--- config.mk ---
export PLATFORM = sky130hd
export DESIGN_NAME = ddr2p_pins
export DESIGN_NICKNAME = d
export VERILOG_FILES = /design/src/design/ddr2p_sync.v /design/src/design/ddr2p_pins.v
export VERILOG_INCLUDE_DIRS = /design/src /design/src/design
export SDC_FILE = /design/constraint.sdc
export NUM_CORES = 1
export LEC_CHECK = 0
export ABC_AREA = 0
export BUFFER_PORTS_ARGS = -buffer_cell sky130_fd_sc_hd__buf_2
export CAP_MARGIN = 20
export CORE_MARGIN = 2
export CORE_UTILIZATION = 51
export DETAILED_ROUTE_END_ITERATION = 10
export PLACE_DENSITY_LB_ADDON = 0.2
export SLEW_MARGIN = 0
export SYNTH_ARGS = -nofsm -noshare
export SYNTH_HDL_FRONTEND = slang
export SYNTH_HIERARCHICAL = 1
export SYNTH_SLANG_ARGS = --single-unit
--- constraint.sdc ---
create_clock -name clk_i -period 3.9 [get_ports clk_i]
set_input_delay 0.585 -clock clk_i [delete_from_list [all_inputs] [get_ports clk_i]]
set_output_delay 0.585 -clock clk_i [all_outputs]
set_load 0.1 [all_outputs]
--- src/design/ddr2p_defs.vh ---
// Constants for the DDR2 memory pin interface
`ifndef DDR2P_DEFS_VH
`define DDR2P_DEFS_VH

// Command codes on {row, column, write} strobes, active low
`define DDR2P_CMD_NOP       3'h7
`define DDR2P_CMD_LOAD_MODE 3'h0
// Pin values while reset is asserted
`define DDR2P_ADDR_RST      16'h0000
`define DDR2P_BANK_RST      3'h0
`define DDR2P_CMD_RST       3'h7
`define DDR2P_CKE_RST       1'b0
`define DDR2P_CS_RST        4'hf
`define DDR2P_DM_RST        2'h3
`define DDR2P_CLK_RST       1'b0
`define DDR2P_ODT_RST       1'b0
// Synchroniser depth for pins from outside the clock domain
`define DDR2P_SYNC_STAGES   2

`endif

--- src/design/ddr2p_sync.v ---
// Two-stage synchroniser for inputs from outside the clock domain
`timescale 1ns/1ns
module ddr2p_sync #(
    parameter WIDTH = 1
) (
    input  wire             clk_i,
    input  wire             rstn_i,
    input  wire [WIDTH-1:0] d_i,
    output wire [WIDTH-1:0] q_o
);
    reg [WIDTH-1:0] meta_q;
    reg [WIDTH-1:0] sync_q;

    always @(posedge clk_i or negedge rstn_i)
    begin
        if (!rstn_i)
        begin
            meta_q <= {WIDTH{1'b0}};
            sync_q <= {WIDTH{1'b0}};
        end
        else
        begin
            meta_q <= d_i;
            sync_q <= meta_q;
        end
    end

    assign q_o = sync_q;
endmodule // ddr2p_sync

--- src/design/ddr2p_pins.v ---
// DDR2 memory pin interface: command, address, data, strobe and clock pins
`timescale 1ns/1ns
`include "ddr2p_defs.vh"
module ddr2p_pins #(
    parameter AW = 16,
    parameter DW = 16
) (
    input  wire          clk_i,
    input  wire          rstn_i,
    // User command side
    input  wire          cmd_valid_i,
    input  wire [2:0]    cmd_code_i,
    input  wire [2:0]    cmd_bank_i,
    input  wire [AW-1:0] cmd_addr_i,
    input  wire [1:0]    cmd_ext_bank_i,
    input  wire          cke_i,
    input  wire          odt_i,
    input  wire          strobe_diff_i,
    input  wire          clk_a_en_i,
    input  wire          clk_b_en_i,
    // User write side
    input  wire          wr_valid_i,
    input  wire [DW-1:0] wr_data_i,
    input  wire [1:0]    wr_mask_i,
    // User read side
    input  wire          rd_window_i,
    output reg  [DW-1:0] rd_data_o,
    output reg           rd_valid_o,
    // Memory pins
    output reg  [AW-1:0] mem_row_col_addr_out_o,
    output reg  [2:0]    mem_bank_select_out_o,
    output reg           row_strobe_out_o,
    output reg           column_strobe_out_o,
    output reg           write_enable_out_o,
    output reg           mem_clock_enable_out_o,
    output reg  [3:0]    mem_chip_select_n_o,
    output reg           termination_enable_out_o,
    output reg           ctrl_oe_o,
    output reg  [1:0]    write_byte_mask_o,
    output reg  [DW-1:0] mem_data_bus_o,
    output reg           mem_data_bus_oe_o,
    input  wire [DW-1:0] mem_data_bus_i,
    output reg  [1:0]    byte_lane_strobe_p_o,
    output reg  [1:0]    byte_lane_strobe_n_o,
    output reg           byte_lane_strobe_p_oe_o,
    output reg           byte_lane_strobe_n_oe_o,
    input  wire [1:0]    byte_lane_strobe_p_i,
    output reg           mem_clock_pair_a_p_o,
    output reg           mem_clock_pair_a_n_o,
    output reg           mem_clock_pair_b_p_o,
    output reg           mem_clock_pair_b_n_o
);

    ////////////////////////////////////////////////////////////////////////////
    // Pin enable: all control pins float in reset, driven from first edge on
    always @(posedge clk_i or negedge rstn_i)
    begin
        if (!rstn_i)
            ctrl_oe_o <= 1'b0;
        else
            ctrl_oe_o <= 1'b1;
    end

    ////////////////////////////////////////////////////////////////////////////
    // Command, bank and address pins, one cycle per command then idle
    reg [3:0] cs_dec_n;
    integer   i;

    always @*
    begin
        cs_dec_n = 4'hf;
        for (i = 0; i < 4; i = i + 1)
        begin
            if (cmd_ext_bank_i == i[1:0])
                cs_dec_n[i] = 1'b0;
        end
    end

    always @(posedge clk_i or negedge rstn_i)
    begin
        if (!rstn_i)
        begin
            mem_row_col_addr_out_o <= `DDR2P_ADDR_RST;
            mem_bank_select_out_o  <= `DDR2P_BANK_RST;
            {row_strobe_out_o, column_strobe_out_o, write_enable_out_o} <= `DDR2P_CMD_RST;
            mem_chip_select_n_o    <= `DDR2P_CS_RST;
        end
        else if (cmd_valid_i)
        begin
            mem_row_col_addr_out_o <= cmd_addr_i;
            // Bank or mode-register selector, per command kind
            mem_bank_select_out_o  <= cmd_bank_i;
            {row_strobe_out_o, column_strobe_out_o, write_enable_out_o} <= cmd_code_i;
            mem_chip_select_n_o    <= cs_dec_n;
        end
        else
        begin
            mem_row_col_addr_out_o <= `DDR2P_ADDR_RST;
            mem_bank_select_out_o  <= `DDR2P_BANK_RST;
            {row_strobe_out_o, column_strobe_out_o, write_enable_out_o} <= `DDR2P_CMD_NOP;
            // Deselect all banks so idle cycles carry no command
            mem_chip_select_n_o    <= `DDR2P_CS_RST;
        end
    end

    ////////////////////////////////////////////////////////////////////////////
    // Clock enable and termination levels
    always @(posedge clk_i or negedge rstn_i)
    begin
        if (!rstn_i)
        begin
            mem_clock_enable_out_o   <= `DDR2P_CKE_RST;
            termination_enable_out_o <= `DDR2P_ODT_RST;
        end
        else
        begin
            mem_clock_enable_out_o   <= cke_i;
            termination_enable_out_o <= odt_i;
        end
    end

    ////////////////////////////////////////////////////////////////////////////
    // Memory clocks: half rate of clk_i, each pair gated by its enable
    reg mclk_q;

    always @(posedge clk_i or negedge rstn_i)
    begin
        if (!rstn_i)
        begin
            mclk_q               <= 1'b0;
            mem_clock_pair_a_p_o <= `DDR2P_CLK_RST;
            mem_clock_pair_a_n_o <= `DDR2P_CLK_RST;
            mem_clock_pair_b_p_o <= `DDR2P_CLK_RST;
            mem_clock_pair_b_n_o <= `DDR2P_CLK_RST;
        end
        else
        begin
            mclk_q               <= ~mclk_q;
            mem_clock_pair_a_p_o <= clk_a_en_i & ~mclk_q;
            mem_clock_pair_a_n_o <= clk_a_en_i &  mclk_q;
            mem_clock_pair_b_p_o <= clk_b_en_i & ~mclk_q;
            mem_clock_pair_b_n_o <= clk_b_en_i &  mclk_q;
        end
    end

    ////////////////////////////////////////////////////////////////////////////
    // Write path: each beat drives data, mask and a strobe transition
    reg [1:0] wstrb_q;

    always @(posedge clk_i or negedge rstn_i)
    begin
        if (!rstn_i)
        begin
            mem_data_bus_o          <= {DW{1'b0}};
            mem_data_bus_oe_o       <= 1'b0;
            write_byte_mask_o       <= `DDR2P_DM_RST;
            wstrb_q                 <= 2'h0;
            byte_lane_strobe_p_o    <= 2'h0;
            byte_lane_strobe_n_o    <= 2'h3;
            byte_lane_strobe_p_oe_o <= 1'b0;
            byte_lane_strobe_n_oe_o <= 1'b0;
        end
        else
        begin
            mem_data_bus_oe_o       <= wr_valid_i;
            byte_lane_strobe_p_oe_o <= wr_valid_i;
            byte_lane_strobe_n_oe_o <= wr_valid_i & strobe_diff_i;
            if (wr_valid_i)
            begin
                mem_data_bus_o       <= wr_data_i;
                // Mask bit k covers byte lane k
                write_byte_mask_o    <= wr_mask_i;
                wstrb_q              <= ~wstrb_q;
                byte_lane_strobe_p_o <= ~wstrb_q;
                byte_lane_strobe_n_o <= wstrb_q;
            end
            else
            begin
                write_byte_mask_o    <= `DDR2P_DM_RST;
                wstrb_q              <= 2'h0;
                byte_lane_strobe_p_o <= 2'h0;
                byte_lane_strobe_n_o <= 2'h3;
            end
        end
    end

    ////////////////////////////////////////////////////////////////////////////
    // Read path: strobe and data synchronised, captured on each lane 0 strobe edge while rd_window_i is high
    wire [1:0]    rstrb_s;
    wire [DW-1:0] rdata_s;
    reg  [1:0]    rstrb_q;
    wire          rd_edge;

    ddr2p_sync #(
        .WIDTH (2+DW)
    ) u_rd_sync (
        .clk_i  (clk_i),
        .rstn_i (rstn_i),
        .d_i    ({byte_lane_strobe_p_i, mem_data_bus_i}),
        .q_o    ({rstrb_s, rdata_s})
    );

    // Lane 0 strobe times the word; both edges carry data
    assign rd_edge = rd_window_i & (rstrb_s[0] ^ rstrb_q[0]);

    always @(posedge clk_i or negedge rstn_i)
    begin
        if (!rstn_i)
        begin
            rstrb_q    <= 2'h0;
            rd_data_o  <= {DW{1'b0}};
            rd_valid_o <= 1'b0;
        end
        else
        begin
            rstrb_q    <= rstrb_s;
            rd_valid_o <= rd_edge;
            if (rd_edge)
                rd_data_o <= rdata_s;
        end
    end
endmodule // ddr2p_pins

==> results.md, run 1 <==
* Core Area at 6459 µm²
* Worst EP required at 3.31 ns
* Crit path from: write_byte_mask_o[1]
* Num rows at 29
* Largest net degree at the start of global routing at 45
* Max Buffers Root-to-Sink at 2
* Reg clk slew, reported paths at 0.10 ns
* Arr. time, crit path at 1.30 ns
* Vias in the first global route at 1995
* GPL Wtd Cong at 0.6949
* Post-layout min period at 1.889 ns
* FF-to-FF End: rd_data_o[1]
* Clk_skew at 0.006697 ns
* Setup bufs post-CTS at 0
* Worst IR drop on VDD at 0.2618 mV
* Critical path depth in cells at 1
* Fmax at 529.4 MHz
* Initial antenna violation count at 0
* WP buf/inv at 1
* DRC at 0
* CTS tree: yes
* Post-Place Cells at 406
* Startpoint types: flip-flop
* Tcrit/Tclk final at 0.4844
* Area growth from synthesis to layout at 28.99%
* Hold_buf cts at 0
* Synth Instances at 190
* Overflow after GRT at 0
* Worst Setup End Kind: primary output
* CTS buffer count at 9
* Setup slack, reg-to-reg at 2.46 ns
* Worst reg2reg path depth at 3
* # Max-Cap Violations at 0
* Slew margin rel. at 0.6386
* Non-Filler Instances at 422
* GRT Util Overall at 0.1694
* # IOs at 145
* Ys Warns at 6
* Drt initial violations at 53
* Width of the die at 86.29 µm
* Fin Setup TNS at 0 ns
* Syn_nets at 260
* Worst-margin pin slew at 0.5421 ns
* Crit path max-delay family: flip-flops
* Total chip power at 2.715 mW
* Final Max Tran Viols at 0
* # diodes at 0
* Max stage delay cell, worst path: dfstp_2
* Synth Area per Inst at 18.18 µm²
* Die ar. at 7445 µm²
* Hold WS at 0.1185 ns
* Setup-failing EPs final at 0
* Share of post-route cells with drive strength above 1 at 0.5971
* Reg-to-Reg Start: rstrb_q[0]
* HPWL after DPL at 4.287 mm
* CP Cell Sequence: buf_2
* Starting Density at 0.5347
* Routed length per instance at 13.97 µm
* Vias at 1963
* Post-DR vias/cell at 4.652
* Final net count at 410
* Status: complete, no violations
* Sink Count at 110
* Synth Cell Area at 3453 µm²
* Remaining antenna violation count at 0
* Die Span Y at 86.29 µm
* Fill cells at 481
* Port Buffer Count at 143
* Post-cts resize count at 0
* CTS root buf: clkbuf_8
* Final Hold Fails at 0
* Initial DRT Pass Iterations at 4
* Critical Path End: write_byte_mask_o[1]
* PwrDens at 609.4 nW/µm²
* Worst hold path type: in -> async
* Crit path kind: reg -> out
* Leakage at 2.289 nW
* First-pass GRT wire length at 9.501 mm
* Number of H-tree levels at 3
* Worst path max stage delay at 0.54 ns
* Final wirelength at 5.895 mm
* RSZ-0062 raised after global routing: false
* Largest fanout on the critical path at 1
* Worst-Skew Late Latency at 0.35 ns
-- where the power goes --
group | switching, mW | internal, mW
clock | 0.353 | 0.332
sequential | 0.0333 | 1.23
combinational | 0.629 | 0.135
total | 1.02 | 1.70
-- through the flow --
step           instance area, µm²  setup WS, ns    util
2_1_floorplan                3453         1.991       -
3_3_place_gp                 4247         2.309  0.6575
3_5_place_dp                 4247         2.306  0.6575
4_1_cts                      4454         1.991  0.6897
5_1_grt                      4454         1.966  0.6897
6_report                     4454         2.011  0.6897
-- area by class of cell --
cell class / count / area (µm²) / share of cell area
clock buffer: 11 / 151.4 / 0.03399
clock inverter: 5 / 56.30 / 0.01264
inverter: 4 / 15.01 / 0.003371
multi-input combinational: 70 / 635.6 / 0.1427
sequential: 110 / 2766 / 0.6211
tap: 77 / 96.34 / 0.02163
timing repair buffer: 145 / 733.2 / 0.1646
-- worst min-delay path by stage --
stage                              endpoint  slack (ns)           startpoint  cells past startpoint
finish                        rd_data_o[10]        0.12               rstn_i                      1
global route                  rd_data_o[10]        0.11               rstn_i                      1
CTS                           rd_data_o[14]        0.11               rstn_i                      1
detailed placement         u_rd_sync/q_o[2]        0.33  u_rd_sync/meta_q[2]                      0
global placement           u_rd_sync/q_o[5]        0.33  u_rd_sync/meta_q[5]                      0
floorplan           byte_lane_strobe_n_oe_o        0.29               rstn_i                      0
-- layer usage --
metal,global-route usage,vias to the layer above,part of all wire,routed length [µm]
li1,-,900,-,-
met1,0.2155,964,0.41,2396
met2,0.2622,91,0.49,2868
met3,0.05714,8,0.091,538
met4,0.08523,0,0.015,91
met5,0,-,0,0
-- sequential cells by signal, summed over array words and instances, names as in the netlist, 2 cells and up --
signal                  flops
byte_lane_strobe_n_o        2
mem_bank_select_out_o       3
mem_chip_select_n_o         4
mem_data_bus_o             16
mem_row_col_addr_out_o     16
rd_data_o                  16
u_rd_sync/meta_q           17
u_rd_sync/q_o              17
write_byte_mask_o           2
wstrb_q                     2
-- placed cells by master, fill, tap and decap left out, drive strengths merged --
cell type	instances
buf	145
nand3b	2
nand2b	6
inv	5
or3b	1
dfstp	11
clkbuf	11
nand2	1
nand3	1
xor2	1
and2	22
dfrtp	99
clkinvlp	1
bufinv	1
conb	1
mux2	32
nor2b	3
clkinv	2
Power figures use the tool's default switching activity.
==> inputs of run 2 (changes only) <==
- CORE_UTILIZATION: 51 -> 47
- clock period: 3.9 -> 1.85 ns (I/O delays scaled with it)
==> run 2 against run 1 <==
Sequential power is 110% higher. Cell count is 7.1% higher. Clock power is 120% higher. Die area is 8.1% higher. Setup slack worse by 1.8 ns. Critical endpoint unchanged. Largest cell class unchanged. Largest power group unchanged.
==> results.md, run 2 (synthesized netlist as in run 1, its figures left out) <==
* Hold path depth at 1
* GPL Wtd Cong at 0.7185 (+3.4%)
* Tcrit/Tclk final at 0.8606
* Post-cts resize count at 0 (unchanged)
* CTS tree: yes
* Worst reg2reg path depth at 3 (unchanged)
* Worst path max stage delay at 0.54 ns (about the same)
* Remaining antenna violation count at 0 (unchanged)
* Port Buffer Count at 143 (unchanged)
* Width of the die at 89.72 µm (+4.0%)
* Worst EP required at 1.57 ns (-1.74 ns)
* Max Buffers Root-to-Sink at 2 (unchanged)
* Most frequent cells in the layout: buf_2 (142), dfrtp_1 (99), mux2_2 (23)
* Largest fanout on the critical path at 1 (unchanged)
* Crit path max-delay family: flip-flops
* Sink Count at 110 (unchanged)
* Hold_sp: mem_data_bus_i[4]
* # IOs at 145 (unchanged)
* Hold_buf cts at 3 (+3)
* Status: complete, no violations
* Place WS at 0.4096 ns (-1.897 ns)
* Vias in the first global route at 2198 (+10%)
* Reg clk slew, reported paths at 0.09 ns (about the same)
* CTS root buf: clkbuf_8
* Setup slack, reg-to-reg at 0.38 ns (-2.08 ns)
* Fill cells at 562 (+17%)
* Hold endpoint: u_rd_sync/meta_q[4]
* Starting Density at 0.4813 (-0.05342)
* Final net count at 418 (+2.0%)
* GRT Util Overall at 0.1712 (+0.001824)
* Crit path kind: reg -> out
* Worst-Skew Late Latency at 0.35 ns (about the same)
* Startpoint types: flip-flop
* Initial antenna violation count at 0 (unchanged)
* Worst Setup End Kind: primary output
* Routed length per instance at 14.25 µm (+2.0%)
* Setup bufs post-CTS at 0 (unchanged)
* Initial DRT Pass Iterations at 4 (unchanged)
* Reg-to-Reg Start: rstrb_q[0]
* Fmax at 628.1 MHz
* FF/Latch Area at 2766 µm² (unchanged)
* # diodes at 0 (unchanged)
* Largest net degree at the start of global routing at 37 (-18%)
* Overflow after GRT at 0 (unchanged)
* Most common cell after layout, fill and taps aside: buf_2
* Post-DR vias/cell at 4.425 (-4.9%)
* # Max-Cap Violations at 0 (unchanged)
* First-pass GRT wire length at 10.61 mm (+12%)
* Core Area at 7176 µm² (+11%)
* Final Hold Fails at 0 (unchanged)
* Final wirelength at 6.439 mm (+9.2%)
* Worst hold path type: in -> reg
* CTS buffer count at 9 (unchanged)
* WP buf/inv at 1 (unchanged)
* Max stage delay cell, worst path: dfstp_2
* Non-Filler Instances at 452 (+7.1%)
* Cell area after layout at 4597 µm² (+3.2%)
* Arr. time, crit path at 1.31 ns (about the same)
* Fin Setup TNS at 0 ns (unchanged)
* Post-Place Cells at 429 (+5.7%)
* Vias at 2000 (+1.9%)
* Area growth from synthesis to layout at 33.12%
* HPWL after DPL at 4.726 mm (+10%)
* Post-route setup slack at 0.2580 ns (-1.753 ns)
* Setup-failing EPs final at 0 (unchanged)
* Num rows at 31 (+6.9%)
* DP Area at 4307 µm² (+1.4%)
* Total chip power at 5.807 mW (+110%)
* Multi-input logic area at 635.6 µm² (unchanged)
* Drt initial violations at 110 (+110%)
* Post-layout min period at 1.592 ns
* Worst IR drop on VDD at 0.5581 mV (+110%)
* RSZ-0062 raised after global routing: false
* FF-to-FF End: rd_data_o[5]
* CP Cell Sequence: buf_2
* Final Max Tran Viols at 0 (unchanged)
* Number of H-tree levels at 3 (unchanged)
* PwrDens at 1263 nW/µm² (+110%)
* Die Span Y at 89.72 µm (+4.0%)
* Clk_skew at 0.008101 ns (+0.001404 ns)
* DRC at 0 (unchanged)
* Die ar. at 8049 µm² (+8.1%)
* Leakage at 2.335 nW (+2.0%)
* Share of post-route cells with drive strength above 1 at 0.5836 (-0.01353)
## run 2: cell types whose count changed in the layout (fill, tap and decap cells not counted)
| cell | delta |
|---|---|
| clkinv_2 | -2 |
| clkbuf_1 | +1 |
| dlygate4sd3_1 | +7 |
| inv_6 | -1 |
| clkbuf_8 | +2 |
| buf_12 | +2 |
| buf_4 | -1 |
## run 2: area by class of cell
| cell class | count | share of cell area |
|---|---|---|
| Inverter | 4 | 0.003266 |
| Multi-Input combinational cell | 70 | 0.1383 |
| Clock inverter | 2 | 0.008165 |
| Sequential cell | 110 | 0.6018 |
| Tap cell | 99 | 0.02695 |
| Timing Repair Buffer | 153 | 0.1818 |
| Clock buffer | 14 | 0.03974 |
## run 2: worst max path at each step
stage	start	to	slack, ns	cells after the start
floorplan	byte_lane_strobe_p_oe_o	mem_data_bus_oe_o	0.25	1
global placement	rstrb_q[0]	rd_data_o[5]	0.42	3
detailed placement	u_rd_sync/q_o[16]	rd_data_o[5]	0.41	3
CTS	write_byte_mask_o[1]	write_byte_mask_o[1]	0.24	1
global route	byte_lane_strobe_n_o[1]	byte_lane_strobe_n_o[1]	0.21	1
finish	write_byte_mask_o[1]	write_byte_mask_o[1]	0.26	1
## run 2: power by group
| group | internal, mW | switching [mW] | leakage, nW |
|---|---|---|---|
| clock network | 0.775 | 0.725 | 0.109 |
| logic | 0.301 | 1.33 | 0.924 |
| registers | 2.60 | 0.0736 | 1.30 |
| total | 3.67 | 2.13 | 2.34 |
## run 2: stage by stage
step	util	hold slack (ns)
2_1_floorplan	-	-0.01809
3_3_place_gp	0.6002	0.2644
3_5_place_dp	0.6002	0.2619
4_1_cts	0.6350	0.0009077
5_1_grt	0.6406	0.004071
6_report	0.6406	0.02217
## run 2: layer usage
layer,vias to the layer above,GRT usage,wire length [µm]
met2,75,0.2759,3423
li1,920,-,-
met3,12,0.05784,411
met5,-,0,0
met4,0,0.07692,138
met1,993,0.2121,2466
==> inputs of run 3 (changes only) <==
- CELL_PAD_IN_SITES_DETAIL_PLACEMENT: unset -> 1
- CELL_PAD_IN_SITES_GLOBAL_PLACEMENT: unset -> 1
- CORE_UTILIZATION: 47 -> 38
==> run 3 against run 2 <==
Cell count grew 1.1%. Maximum frequency grew 1.2%. Flip-flop and latch count is the same. Largest cell class unchanged. Clock skew grew 0.0059 ns. Non-clock buffer count shrank 4. Utilization shrank 12 points. Critical path depth is the same.
==> results.md, run 3 (synthesized netlist as in run 1, its figures left out) <==
* Drt initial violations at 36 (-67%)
* Post-Place Cells at 437 (+1.9%)
* Initial DRT Pass Iterations at 2 (-2)
* Max Buffers Root-to-Sink at 2 (unchanged)
* Remaining antenna violation count at 0 (unchanged)
* Final Max Tran Viols at 0 (unchanged)
* Largest net degree at the start of global routing at 62 (+68%)
* GRT Util Overall at 0.1543 (-0.01696)
* Starting Density at 0.3941 (-0.08719)
* Crit path kind: reg -> out
* Post-layout util at 0.5204 (-0.1202)
* RSZ-0062 raised after global routing: false
* Most common cell after layout, fill and taps aside: buf_2
* Hold_sp: mem_data_bus_i[2]
* Largest fanout on the critical path at 1 (unchanged)
* Post-DR vias/cell at 4.431 (+0.14%)
* Area growth from synthesis to layout at 32.07%
* Num rows at 34 (+9.7%)
* # IOs at 145 (unchanged)
* Startpoint types: flip-flop
* Final net count at 414 (-0.96%)
* Crit path max-delay family: flip-flops
* CTS tree: yes
* Hold endpoint: u_rd_sync/meta_q[2]
* Reg clk slew, reported paths at 0.10 ns (about the same)
* HPWL after DPL at 5.324 mm (+13%)
* Vias at 2025 (+1.3%)
* Initial antenna violation count at 0 (unchanged)
* Max stage delay cell, worst path: dfstp_2
* PwrDens at 1274 nW/µm² (+0.87%)
* Share of post-route cells with drive strength above 1 at 0.5817 (-0.001908)
* Reg-to-Reg Start: u_rd_sync/q_o[16]
* Worst-margin pin slew at 0.5081 ns
* Hold path depth at 1 (unchanged)
* Setup bufs post-CTS at 0 (unchanged)
* Tcrit/Tclk final at 0.8502 (-0.01037)
* Core Area at 8763 µm² (+22%)
* Worst-Skew Late Latency at 0.35 ns (about the same)
* CP Cell Sequence: buf_2
* Worst Setup End Kind: primary output
* Width of the die at 99.33 µm (+11%)
* First-pass GRT wire length at 11.67 mm (+9.9%)
* Number of H-tree levels at 3 (unchanged)
* Overflow after GRT at 0 (unchanged)
* Worst IR drop on VDD at 0.4319 mV (-23%)
* Die Span Y at 99.33 µm (+11%)
* Leakage at 2.306 nW (-1.3%)
* Final wirelength at 7.111 mm (+10%)
* Die ar. at 9866 µm² (+23%)
* Port Buffer Count at 143 (unchanged)
* Worst reg2reg path depth at 3 (unchanged)
* Post-layout min period at 1.573 ns (-0.01919 ns)
* Final Hold Fails at 0 (unchanged)
* Routed length per instance at 15.56 µm (+9.2%)
* Non-Filler Instances at 457 (+1.1%)
* Clk_skew at 0.01403 ns (+0.005924 ns)
* Worst EP required at 1.57 ns (about the same)
* Arr. time, crit path at 1.30 ns (about the same)
* Slew margin rel. at 0.6600
* # Max-Cap Violations at 0 (unchanged)
* # diodes at 0 (unchanged)
* GPL Wtd Cong at 0.6865 (-4.5%)
* FF-to-FF End: rd_data_o[1]
* Setup-failing EPs final at 0 (unchanged)
* Fin Setup TNS at 0 ns (unchanged)
* WP buf/inv at 1 (unchanged)
* Post-cts resize count at 0 (unchanged)
* DRC at 0 (unchanged)
* Vias in the first global route at 2257 (+2.7%)
* Most frequent cells in the layout: buf_2 (142), dfrtp_1 (99), mux2_2 (23)
* CTS buffer count at 9 (unchanged)
* CTS root buf: clkbuf_8
* Fmax at 635.8 MHz (+1.2%)
* Setup slack, reg-to-reg at 0.40 ns (+0.02 ns)
* Status: complete, no violations
* Worst hold path type: in -> reg
* Worst path max stage delay at 0.53 ns (about the same)
* Sink Count at 110 (unchanged)
* Total chip power at 5.811 mW (about the same)
run 3: changes by cell type in the layout (fill, tap and decap cells not counted), sizes merged:
| cell | delta |
|---|---|
| buf | -1 |
| clkinvlp | +1 |
| clkbuf | -2 |
| dlygate4sd3 | -3 |
| bufinv | +1 |
run 3: what timing repair did:
| item | in CTS | in global routing |
|---|---|---|
| endpoints found under the hold margin | 99 | 3 |
| hold buffers | 1 | 3 |
| endpoints found under the setup margin | 0 | 0 |
run 3: metrics by stage:
stage / setup WS [ns] / hold WS, ns / instance area (µm²)
2_1_floorplan: 0.2485 / -0.01809 / 3453
3_3_place_gp: 0.4068 / 0.2933 / 4310
3_5_place_dp: 0.3851 / 0.2964 / 4310
4_1_cts: 0.2527 / 0.0004879 / 4531
5_1_grt: 0.2349 / 0.001938 / 4561
6_report: 0.2771 / 0.02681 / 4561
run 3: worst max-delay path by stage:
stage	start	endpoint	slack (ns)	depth (start not counted)
2_1_floorplan	byte_lane_strobe_p_oe_o	mem_data_bus_oe_o	0.25	1
6_report	column_strobe_out_o	column_strobe_out_o	0.28	1
4_1_cts	column_strobe_out_o	column_strobe_out_o	0.25	1
3_3_place_gp	rstrb_q[0]	rd_data_o[5]	0.41	3
5_1_grt	column_strobe_out_o	column_strobe_out_o	0.23	1
3_5_place_dp	u_rd_sync/q_o[16]	rd_data_o[15]	0.39	3
run 3: where the power goes:
group | switching, mW | internal, mW | total, mW
clock | 0.737 | 0.766 | 1.50
sequential | 0.0745 | 2.60 | 2.67
combinational | 1.34 | 0.296 | 1.64
run 3: cell type report:
cell class                 count  area, µm²
fill                         917       4203
sequential                   110       2766
timing repair buffer         149      798.3
multi-input combinational     70      635.6
clock buffer                  12      135.1
tap                          108      135.1
clock inverter                 4      75.07
inverter                       4      15.01
run 3: routing by layer:
layer  part of all wire  vias to the layer above  wire length (µm)  global-route usage
met1               0.38                     1033              2688              0.1792
met4              0.012                        0                84             0.06006
met2               0.54                       72              3843              0.2682
met3              0.069                        8               494             0.04708
met5                  0                        -                 0                   0
li1                   -                      912                 -                   -
